## src/verilog/tqlc_pkg.sv

```systemverilog
// Constants for the torque limit and coincidence block
package tqlc_pkg;
    // Holding register addresses (immediate limits as printed)
    localparam logic [15:0] ADDR_FWD_IMM = 16'h9c81;
    localparam logic [15:0] ADDR_REV_IMM = 16'h9c82;
    // Parameter register addresses
    localparam logic [15:0] ADDR_TIMER = 16'h9d00;
    localparam logic [15:0] ADDR_BAND = 16'h9d01;
    localparam logic [15:0] ADDR_METHOD = 16'h9d02;
    localparam logic [15:0] ADDR_LIMIT1 = 16'h9d03;
    localparam logic [15:0] ADDR_LIMIT2 = 16'h9d04;
    localparam logic [15:0] ADDR_LIMIT3 = 16'h9d05;
    localparam logic [15:0] ADDR_LIMIT4 = 16'h9d06;
    localparam logic [15:0] ADDR_DO_FUNC = 16'h9d07;
    localparam logic [15:0] ADDR_SEL_POL = 16'h9d08;
    localparam logic [15:0] ADDR_STATUS = 16'h9d09;

    // Reset values
    localparam logic [15:0] RST_IMM = 16'h0000;
    localparam logic [15:0] RST_TIMER = 16'h000a;
    localparam logic [15:0] RST_BAND = 16'h000a;
    localparam logic [15:0] RST_METHOD = 16'h0001;
    localparam logic [15:0] RST_LIMIT = 16'h0bb8;
    localparam logic [15:0] RST_DO_FUNC = 16'h0000;
    localparam logic [15:0] RST_SEL_POL = 16'h0000;

    // Value ranges
    localparam logic [15:0] LIMIT_MAX = 16'h0bb8;
    localparam logic [15:0] BAND_MAX = 16'h0bb8;
    localparam logic [15:0] TIMER_MAX = 16'h7530;

    // Limit methods
    localparam logic [15:0] METHOD_IMM = 16'h0000;
    localparam logic [15:0] METHOD_ONE = 16'h0001;
    localparam logic [15:0] METHOD_SPLIT = 16'h0002;
    localparam logic [15:0] METHOD_SEL_SAME = 16'h0003;
    localparam logic [15:0] METHOD_SEL_SPLIT = 16'h0005;

    // Digital output function codes
    localparam logic [15:0] DO_COIN_NO = 16'h0023;
    localparam logic [15:0] DO_COIN_NC = 16'h0024;

    // Status register fields
    localparam int STAT_COIN_BIT = 0;
    localparam int STAT_INBAND_BIT = 1;
    localparam int STAT_SEL_BIT = 2;

    // Timing: one millisecond of timer resolution
    localparam int unsigned CLK_PERIOD_NS = 10;
    localparam int unsigned MS_NS = 1000000;
    localparam int unsigned MS_CYCLES = MS_NS / CLK_PERIOD_NS;
    localparam int PRESC_W = 17;
endpackage

```

## src/verilog/tqlc_coin_timer.sv

```systemverilog
// Coincidence qualification timer with millisecond prescaler
`timescale 1ns/1ns
`default_nettype none
module tqlc_coin_timer #(
    parameter int unsigned TICK_CYCLES = tqlc_pkg::MS_CYCLES
) (
    // Clock and reset
    input wire logic clk_in,
    input wire logic reset_in,
    // Condition and setting
    input wire logic in_band_in,
    input wire logic [15:0] timer_ms_in,
    // Result
    output logic coin_out
);
    logic [tqlc_pkg::PRESC_W-1:0] presc_q;
    logic [tqlc_pkg::PRESC_W-1:0] presc_d;
    logic [15:0] ms_q;
    logic [15:0] ms_d;
    logic coin_q;
    // Last prescaler count of one millisecond, cut to the counter width
    localparam int unsigned TICK_LAST = TICK_CYCLES - 1;
    wire tick = presc_q == TICK_LAST[tqlc_pkg::PRESC_W-1:0];
    wire ms_full = ms_q == tqlc_pkg::TIMER_MAX;

    // Leaving the band restarts both counters
    assign presc_d = !in_band_in ? '0 : (tick ? '0 : presc_q + 1'b1);
    // Saturate so a long dwell never wraps and drops coincidence
    assign ms_d = !in_band_in ? 16'h0000 : ((tick && !ms_full) ? ms_q + 16'h0001 : ms_q);
    assign coin_out = coin_q;

    always_ff @(posedge clk_in or posedge reset_in) begin
        if (reset_in) begin
            presc_q <= '0;
            ms_q <= 16'h0000;
            coin_q <= 1'b0;
        end else begin
            presc_q <= presc_d;
            ms_q <= ms_d;
            coin_q <= in_band_in && (ms_q >= timer_ms_in);
        end
    end
endmodule
`default_nettype wire

```

## src/verilog/tqlc_top.sv

```systemverilog
// Torque coincidence detector and torque limit source selector
`timescale 1ns/1ns
`default_nettype none
module tqlc_top #(
    parameter int unsigned MS_TICK_CYCLES = tqlc_pkg::MS_CYCLES
) (
    // Clock and reset
    input wire logic clk_in,
    input wire logic reset_in,
    // Holding register port
    input wire logic [15:0] reg_addr_in,
    input wire logic [15:0] reg_wdata_in,
    input wire logic reg_write_in,
    input wire logic reg_read_in,
    output logic [15:0] reg_rdata_out,
    output logic reg_ack_out,
    output logic reg_error_out,
    // Torque inputs, signed, 0.1 percent units
    input wire logic signed [15:0] actual_torque_in,
    input wire logic signed [15:0] target_torque_in,
    input wire logic signed [15:0] torque_command_in,
    // Limit select digital input
    input wire logic limit_select_input_in,
    // Limited torque and active limits
    output logic signed [15:0] torque_command_out,
    output logic [15:0] forward_limit_out,
    output logic [15:0] reverse_limit_out,
    // Coincidence indication and its digital output
    output logic torque_coincidence_out,
    output logic coin_output_closed_out
);
    // Register storage
    logic [15:0] forward_limit_immediate_q;
    logic [15:0] reverse_limit_immediate_q;
    logic [15:0] coincidence_timer_ms_q;
    logic [15:0] torque_band_tolerance_q;
    logic [15:0] limit_method_select_q;
    logic [15:0] limit_value_one_q;
    logic [15:0] limit_value_two_q;
    logic [15:0] limit_value_three_q;
    logic [15:0] limit_value_four_q;
    logic [15:0] do_function_q;
    logic select_nc_q;

    // Bus answer registers
    logic [15:0] rdata_q;
    logic ack_q;
    logic error_q;

    // Output registers
    logic signed [15:0] cmd_q;
    logic [15:0] fwd_q;
    logic [15:0] rev_q;
    logic closed_q;
    logic coin;

    // Address decode
    wire hit_fwd_imm = reg_addr_in == tqlc_pkg::ADDR_FWD_IMM;
    wire hit_rev_imm = reg_addr_in == tqlc_pkg::ADDR_REV_IMM;
    wire hit_timer = reg_addr_in == tqlc_pkg::ADDR_TIMER;
    wire hit_band = reg_addr_in == tqlc_pkg::ADDR_BAND;
    wire hit_method = reg_addr_in == tqlc_pkg::ADDR_METHOD;
    wire hit_lim1 = reg_addr_in == tqlc_pkg::ADDR_LIMIT1;
    wire hit_lim2 = reg_addr_in == tqlc_pkg::ADDR_LIMIT2;
    wire hit_lim3 = reg_addr_in == tqlc_pkg::ADDR_LIMIT3;
    wire hit_lim4 = reg_addr_in == tqlc_pkg::ADDR_LIMIT4;
    wire hit_do = reg_addr_in == tqlc_pkg::ADDR_DO_FUNC;
    wire hit_pol = reg_addr_in == tqlc_pkg::ADDR_SEL_POL;
    wire hit_stat = reg_addr_in == tqlc_pkg::ADDR_STATUS;
    wire hit_limit_reg = hit_fwd_imm | hit_rev_imm | hit_lim1 | hit_lim2 | hit_lim3 | hit_lim4;
    wire mapped = hit_limit_reg | hit_timer | hit_band | hit_method | hit_do | hit_pol | hit_stat;

    // Range checks; an out-of-range write is refused and the old value kept
    wire limit_ok = reg_wdata_in <= tqlc_pkg::LIMIT_MAX;
    wire timer_ok = reg_wdata_in <= tqlc_pkg::TIMER_MAX;
    wire band_ok = reg_wdata_in <= tqlc_pkg::BAND_MAX;
    wire method_ok = (reg_wdata_in <= tqlc_pkg::METHOD_SEL_SAME) ||
                     (reg_wdata_in == tqlc_pkg::METHOD_SEL_SPLIT);
    wire value_ok = (hit_limit_reg & limit_ok) | (hit_timer & timer_ok) | (hit_band & band_ok) |
                    (hit_method & method_ok) | hit_do | hit_pol;
    wire wr_ok = reg_write_in & value_ok;
    wire wr_bad = reg_write_in & !value_ok;
    wire rd_bad = reg_read_in & !mapped;

    // Coincidence band check on signed deviation
    wire signed [16:0] deviation = 17'(actual_torque_in) - 17'(target_torque_in);
    wire [16:0] deviation_abs = deviation[16] ? 17'(-deviation) : 17'(deviation);
    wire in_band = deviation_abs <= {1'b0, torque_band_tolerance_q};

    // Select input active level, normally open or normally closed
    wire select_valid = limit_select_input_in ^ select_nc_q;

    // Limit source selection
    logic [15:0] fwd_sel;
    logic [15:0] rev_sel;
    always_comb begin
        fwd_sel = limit_value_one_q;
        rev_sel = limit_value_one_q;
        if (limit_method_select_q == tqlc_pkg::METHOD_IMM) begin
            fwd_sel = forward_limit_immediate_q;
            rev_sel = reverse_limit_immediate_q;
        end else if (limit_method_select_q == tqlc_pkg::METHOD_SPLIT) begin
            fwd_sel = limit_value_one_q;
            rev_sel = limit_value_two_q;
        end else if (limit_method_select_q == tqlc_pkg::METHOD_SEL_SAME) begin
            fwd_sel = select_valid ? limit_value_one_q : limit_value_two_q;
            rev_sel = fwd_sel;
        end else if (limit_method_select_q == tqlc_pkg::METHOD_SEL_SPLIT) begin
            fwd_sel = select_valid ? limit_value_one_q : limit_value_three_q;
            rev_sel = select_valid ? limit_value_two_q : limit_value_four_q;
        end
    end

    // Clamp, independent of control mode, re-evaluated every clock
    wire signed [16:0] cmd_wide = 17'(torque_command_in);
    wire signed [16:0] fwd_wide = $signed({1'b0, fwd_sel});
    wire signed [16:0] rev_neg = 17'(-$signed({1'b0, rev_sel}));
    wire signed [16:0] cmd_clamped = (cmd_wide > fwd_wide) ? fwd_wide :
                                     ((cmd_wide < rev_neg) ? rev_neg : cmd_wide);

    // Digital output state from assigned function code
    wire closed_d = (do_function_q == tqlc_pkg::DO_COIN_NO) ? coin :
                    ((do_function_q == tqlc_pkg::DO_COIN_NC) ? !coin : 1'b0);

    // Status word of live block state
    wire [15:0] status_word = 16'(({15'h0000, coin} << tqlc_pkg::STAT_COIN_BIT) |
                                  ({15'h0000, in_band} << tqlc_pkg::STAT_INBAND_BIT) |
                                  ({15'h0000, select_valid} << tqlc_pkg::STAT_SEL_BIT));

    // Read selection
    wire [15:0] rd_mux = hit_fwd_imm ? forward_limit_immediate_q :
                         hit_rev_imm ? reverse_limit_immediate_q :
                         hit_timer ? coincidence_timer_ms_q :
                         hit_band ? torque_band_tolerance_q :
                         hit_method ? limit_method_select_q :
                         hit_lim1 ? limit_value_one_q :
                         hit_lim2 ? limit_value_two_q :
                         hit_lim3 ? limit_value_three_q :
                         hit_lim4 ? limit_value_four_q :
                         hit_do ? do_function_q :
                         hit_pol ? {15'h0000, select_nc_q} :
                         hit_stat ? status_word : 16'h0000;

    tqlc_coin_timer #(
        .TICK_CYCLES(MS_TICK_CYCLES)
    ) u_coin_timer (
        .clk_in(clk_in),
        .reset_in(reset_in),
        .in_band_in(in_band),
        .timer_ms_in(coincidence_timer_ms_q),
        .coin_out(coin)
    );

    // Register writes take effect on the next clock
    always_ff @(posedge clk_in or posedge reset_in) begin
        if (reset_in) begin
            forward_limit_immediate_q <= tqlc_pkg::RST_IMM;
            reverse_limit_immediate_q <= tqlc_pkg::RST_IMM;
            coincidence_timer_ms_q <= tqlc_pkg::RST_TIMER;
            torque_band_tolerance_q <= tqlc_pkg::RST_BAND;
            limit_method_select_q <= tqlc_pkg::RST_METHOD;
            limit_value_one_q <= tqlc_pkg::RST_LIMIT;
            limit_value_two_q <= tqlc_pkg::RST_LIMIT;
            limit_value_three_q <= tqlc_pkg::RST_LIMIT;
            limit_value_four_q <= tqlc_pkg::RST_LIMIT;
            do_function_q <= tqlc_pkg::RST_DO_FUNC;
            select_nc_q <= tqlc_pkg::RST_SEL_POL[0];
        end else if (wr_ok) begin
            if (hit_fwd_imm) begin
                forward_limit_immediate_q <= reg_wdata_in;
            end
            if (hit_rev_imm) begin
                reverse_limit_immediate_q <= reg_wdata_in;
            end
            if (hit_timer) begin
                coincidence_timer_ms_q <= reg_wdata_in;
            end
            if (hit_band) begin
                torque_band_tolerance_q <= reg_wdata_in;
            end
            if (hit_method) begin
                limit_method_select_q <= reg_wdata_in;
            end
            if (hit_lim1) begin
                limit_value_one_q <= reg_wdata_in;
            end
            if (hit_lim2) begin
                limit_value_two_q <= reg_wdata_in;
            end
            if (hit_lim3) begin
                limit_value_three_q <= reg_wdata_in;
            end
            if (hit_lim4) begin
                limit_value_four_q <= reg_wdata_in;
            end
            if (hit_do) begin
                do_function_q <= reg_wdata_in;
            end
            if (hit_pol) begin
                select_nc_q <= reg_wdata_in[0];
            end
        end
    end

    // Bus answer: one-cycle acknowledge after any strobe
    always_ff @(posedge clk_in or posedge reset_in) begin
        if (reset_in) begin
            rdata_q <= 16'h0000;
            ack_q <= 1'b0;
            error_q <= 1'b0;
        end else begin
            rdata_q <= reg_read_in ? rd_mux : 16'h0000;
            ack_q <= reg_read_in | reg_write_in;
            error_q <= rd_bad | wr_bad;
        end
    end

    // Registered outputs
    always_ff @(posedge clk_in or posedge reset_in) begin
        if (reset_in) begin
            cmd_q <= 16'sh0000;
            fwd_q <= 16'h0000;
            rev_q <= 16'h0000;
            closed_q <= 1'b0;
        end else begin
            cmd_q <= cmd_clamped[15:0];
            fwd_q <= fwd_sel;
            rev_q <= rev_sel;
            closed_q <= closed_d;
        end
    end

    assign reg_rdata_out = rdata_q;
    assign reg_ack_out = ack_q;
    assign reg_error_out = error_q;
    assign torque_command_out = cmd_q;
    assign forward_limit_out = fwd_q;
    assign reverse_limit_out = rev_q;
    assign torque_coincidence_out = coin;
    assign coin_output_closed_out = closed_q;
endmodule
`default_nettype wire
```

## config.mk

```make
export PLATFORM = sky130hd
export DESIGN_NAME = tqlc_top
export DESIGN_NICKNAME = d
export VERILOG_FILES = /design/src/verilog/tqlc_pkg.sv /design/src/verilog/tqlc_coin_timer.sv /design/src/verilog/tqlc_top.sv
export SDC_FILE = /design/constraint.sdc
export NUM_CORES = 1
export LEC_CHECK = 0
export BUFFER_PORTS_ARGS = -buffer_cell sky130_fd_sc_hd__buf_4
export CAP_MARGIN = 15
export CELL_PAD_IN_SITES_DETAIL_PLACEMENT = 1
export CELL_PAD_IN_SITES_GLOBAL_PLACEMENT = 1
export CORE_AREA = 2 2 242 148
export DETAILED_ROUTE_END_ITERATION = 8
export DIE_AREA = 0 0 244 150
export PLACE_DENSITY = 0.86
export SLEW_MARGIN = 10
export SYNTH_ARGS = -nofsm -noshare
export SYNTH_HDL_FRONTEND = slang
export SYNTH_HIERARCHICAL = 1
export SYNTH_SLANG_ARGS = --single-unit
```

## constraint.sdc

```tcl
create_clock -name clk_in -period 9.5 [get_ports clk_in]
set_clock_uncertainty 0.15 [all_clocks]
set_input_delay 1.9 -clock clk_in [delete_from_list [all_inputs] [get_ports clk_in]]
set_output_delay 1.9 -clock clk_in [all_outputs]
set_load 0.01 [all_outputs]
```

==> summary.log <==
[cells_and_area] final core area utilization 0.533
[global_routing] via count of the first global-routing pass 14,450
[setup_path] Required @ worst endpoint 9.80 ns
[global_routing] global-route total usage across every layer 0.325
[clocking] count of hold buffers inserted by post-cts repair 0
[synthesis] Post-synth EDFFs 0
[global_routing] maximum number of pins on one net before global-route repair 146
[placement] final RePlAce weighted congestion 0.989
[synthesis] Seq/Total Area, Yosys 0.413
[floorplanning] num rows 53
[pwr] maximum resistive drop on vdd 0.000137 V
[pwr] total leakage power 8.82 nW
[global_routing] initial antenna violation count 5
[cells_and_area] multi-input combinational cell area 8670 um^2
[placement] HPWL after detailed placement 45,500 um
[floorplanning] initial cell density of the core 0.463
[synthesis] synthesized area 16,000 um^2
[floorplanning] area of the core 34,500 um^2
[placement] count of buffers inserted at the top-level ports 152
[setup_path] number of cells on the worst reg-to-reg path 23
[route] count of nets left with antenna violations after detail routing 0
[floorplanning] area enclosed by the die boundary 36,600 um^2
[synthesis] Distinct cells, synth 92
[route] number of vias per cell after detailed routing 6.38
[sta] final-report max-slew violation count 0
[setup_path] worst r2r dst torque_command_out[2]
[setup_path] startpoint types primary input
[sta] final setup violation count 0
[route] DR WL met2 24,400 um
[global_routing] overflow left after global routing 0
[synthesis] Primary FF master, synth dfrtp_1
[synthesis] per-instance average area after synthesis 9.69 um^2
[clocking] Post-CTS Repair Setup Buffers 0
[floorplanning] I/O pins 153
[sta] normalized max-slew margin 0.169
[placement] pre-CTS setup slack 1.41 ns
[route] total number of vias 14,353
[cells_and_area] register area 6600 um^2
[route] DRC violation total after the first TritonRoute iteration 1,601
[synthesis] share of async-settable or async-resettable flops after synthesis 1.00
[clocking] library cell used as clock root buffer clkbuf_16
[sta] share of the clock period used by the worst path 0.817
[run] number of maximum-capacitance violations 0
[worst_hold_path] path type of the worst min-delay path flip-flop to flip-flop
[floorplanning] Die X-Extent 244 um
[sta] setup repair after global routing missed its margin no
[cells_and_area] share of cells above drive strength 1 0.229
[cells_and_area] number of nets in the finished design 1,939
[pwr] power per cell area 144 nW/um^2
[setup_path] worst reg2reg startpoint limit_method_select_q[14]
[route] metal3 WL 7500 um
[clocking] maximum level of the CTS H-tree 1
[cells_and_area] number of fill cells in the layout 3,851
[route] top layer used by detailed routing met5
[clocking] clock tree sinks 262
[sta] total count of hold-check failures in the final report 0
[clocking] number of gates given a new drive strength after cts 0
[setup_path] capturing instance or port of the critical path u_coin_timer/ms_q[1]
[clocking] Clock Path Buffers 3
[clocking] TritonCTS Buffers 27
[synthesis] Yosys reg bits 262
[route] TritonRoute pass-1 iters 5
[setup_path] critical path fanouts, max 34
[clocking] clock input transition at the sequential cells of the worst setup and hold paths 0.07 ns
[floorplanning] chip height 150 um
[cells_and_area] synthesis-to-layout area growth 15.2%
[global_routing] global-route wire length before repair 90,400 um
[route] final routed wire length divided by cell count 26.7 um
[setup_path] arrival time of the worst setup path 8.06 ns
[synthesis] yosys synthesis warning count 6
[sta] Achievable Freq 129 MHz
[cells_and_area] Antenna diodes 0
[sta] worst-margin pin slew 1.23 ns
[clocking] clock latency on the worst-skew pair 0.57 ns
[route] number of DRC violations after detailed routing 0
[sta] minimum clock period 7.76 ns
[synthesis] Synth Instances 1,650
[clocking] CTS tree built
[route] wire length on met1 26,900 um
[synthesis] syn nets 1,822
[setup_path] type of destination of the critical path flip-flop
[sta] total negative slack 0 ns
[setup_path] crit path kind primary input to flip-flop
[setup_path] register-to-register setup slack 2.12 ns
[route] Routed WL 60,000 um
[sta] Worst Slack Setup Final 1.74 ns
[status] result of the run finished clean
[setup_path] Critical Path Source actual_torque_in[0]
power breakdown:
part | internal (W) | switching [W]
clock network | 0.000592 | 0.000470
logic | 0.000170 | 0.000277
registers | 0.00113 | 0.0000203
total | 0.00189 | 0.000767
stage by stage:
stage               hold slack (ns)  instance area [um^2]  power, W  instances
floorplan                     0.304                 16000   0.00145       1650
global placement              0.318                 17500   0.00157       2203
detailed placement            0.326                 17500   0.00161       2203
CTS                           0.345                 18400   0.00267       2248
global route                  0.372                 18400   0.00276       2250
finish                        0.348                 18400   0.00266       2250
state kept, by name (all words and copies together), names as in the netlist, 16 cells and up:
name,count
limit_value_one_q,16
forward_limit_out,16
reg_rdata_out,16
torque_band_tolerance_q,16
u_coin_timer/ms_q,16
limit_value_two_q,16
limit_value_three_q,16
reverse_limit_out,16
coincidence_timer_ms_q,16
limit_method_select_q,16
do_function_q,16
forward_limit_immediate_q,16
limit_value_four_q,16
torque_command_out,16
u_coin_timer/presc_q,17
reverse_limit_immediate_q,16
cells in the final DEF (no fill, tap or decap), types with 12 or more instances in the layout:
cell       netlist  routed
a211o_1         22      22
a211oi_1        14      14
a21oi_1         76      76
a22oi_1         21      21
and2_1          23      23
and3_1          13      13
buf_4            3     173
clkbuf_16        0      27
dfrtp_1        229     229
dfstp_2         33      33
ha_1            86      86
inv_1          101     100
mux2_2         119     119
mux2i_1         29      29
nand2_1        127     127
nand2b_1        31      31
nand3_1         43      43
nand4_1         32      32
nor2_1         104     104
nor2b_1         44      44
nor3_1          30      30
nor4_1          19      19
o211ai_1        12      12
o21a_1          13      13
o21ai_0         84      84
o221ai_1        15      15
o22ai_1         21      21
xnor2_1         33      32
xor2_1          20      19
worst min path at each step:
stage / from / to / slack [ns] / depth (start not counted)
6_report: torque_band_tolerance_q[12] / torque_band_tolerance_q[12] / 0.35 / 1
5_1_grt: torque_band_tolerance_q[15] / torque_band_tolerance_q[15] / 0.37 / 1
4_1_cts: torque_band_tolerance_q[12] / torque_band_tolerance_q[12] / 0.34 / 1
3_5_place_dp: torque_band_tolerance_q[12] / torque_band_tolerance_q[12] / 0.33 / 1
3_3_place_gp: torque_band_tolerance_q[12] / torque_band_tolerance_q[12] / 0.32 / 1
2_1_floorplan: torque_band_tolerance_q[12] / torque_band_tolerance_q[12] / 0.30 / 1
cells in the mapped netlist (7+ instances only):
master | instances | area [um^2]
a2111oi_0 | 7 | 61.3
a211o_1 | 22 | 193
a211oi_1 | 14 | 105
a21o_1 | 9 | 67.6
a21oi_1 | 76 | 380
a221oi_1 | 7 | 61.3
a222oi_1 | 10 | 100
a22oi_1 | 21 | 158
a31oi_1 | 10 | 62.6
and2_1 | 23 | 144
and3_1 | 13 | 81.3
and4_1 | 10 | 87.6
buf_2 | 8 | 40.0
clkbuf_1 | 66 | 248
dfrtp_1 | 229 | 5730
dfstp_2 | 33 | 867
ha_1 | 86 | 1080
inv_1 | 101 | 379
mux2_2 | 119 | 1340
mux2i_1 | 29 | 290
nand2_1 | 127 | 477
nand2b_1 | 31 | 194
nand3_1 | 43 | 215
nand4_1 | 32 | 200
nor2_1 | 104 | 390
nor2b_1 | 44 | 275
nor3_1 | 30 | 150
nor3_2 | 7 | 70.1
nor4_1 | 19 | 119
o211ai_1 | 12 | 90.1
o21a_1 | 13 | 97.6
o21ai_0 | 84 | 420
o221ai_1 | 15 | 131
o22ai_1 | 21 | 131
or3_1 | 8 | 50.1
xnor2_1 | 33 | 289
xor2_1 | 20 | 175
kinds of logic after synthesis:
kind of cell | Yosys count | share of synthesized area
fa+ha+maj | 87 | 0.0686
mux | 148 | 0.102
simple gates | 537 | 0.180
buf+inv | 187 | 0.0469
xor+xnor | 53 | 0.0290
compound gates | 376 | 0.161
flops | 262 | 0.413
critical path, cell delays in order:
cell and delay (ns):
buf_4 0.08, inv_1 0.03, ha_1 0.23, fa_1 0.41, nor2b_1 0.21, o2111ai_1 0.19
a31oi_1 0.27, o21ai_0 0.18, a21oi_1 0.30, or2_2 0.18, a41o_1 0.47, a31oi_1 0.11
xnor2_1 0.20, ha_1 0.28, a21o_1 0.19, a21o_1 0.18, a21oi_1 0.22, and3b_1 0.19
a221oi_1 0.09, o211ai_1 0.22, a21oi_1 0.11, a41oi_2 0.18, buf_4 0.38, nor4bb_1 0.35
and4_1 0.25, nand4_1 0.24, and2_1 0.28, mux2i_1 0.12
per-layer routing:
| layer | track usage | vias up |
|---|---|---|
| met5 | 0 | - |
| met2 | 0.454 | 717 |
| met4 | 0.0689 | 2 |
| met1 | 0.476 | 7313 |
| met3 | 0.121 | 95 |
| li1 | - | 6226 |
final cells by class:
type                       count  share of cell area
sequential                   262               0.358
clock inverter                10             0.00659
inverter                     101              0.0210
tap                          467              0.0317
multi-input combinational   1201               0.471
timing repair buffer         174              0.0720
clock buffer                  35              0.0394
Note: power is estimated with default switching activity, not from simulation.
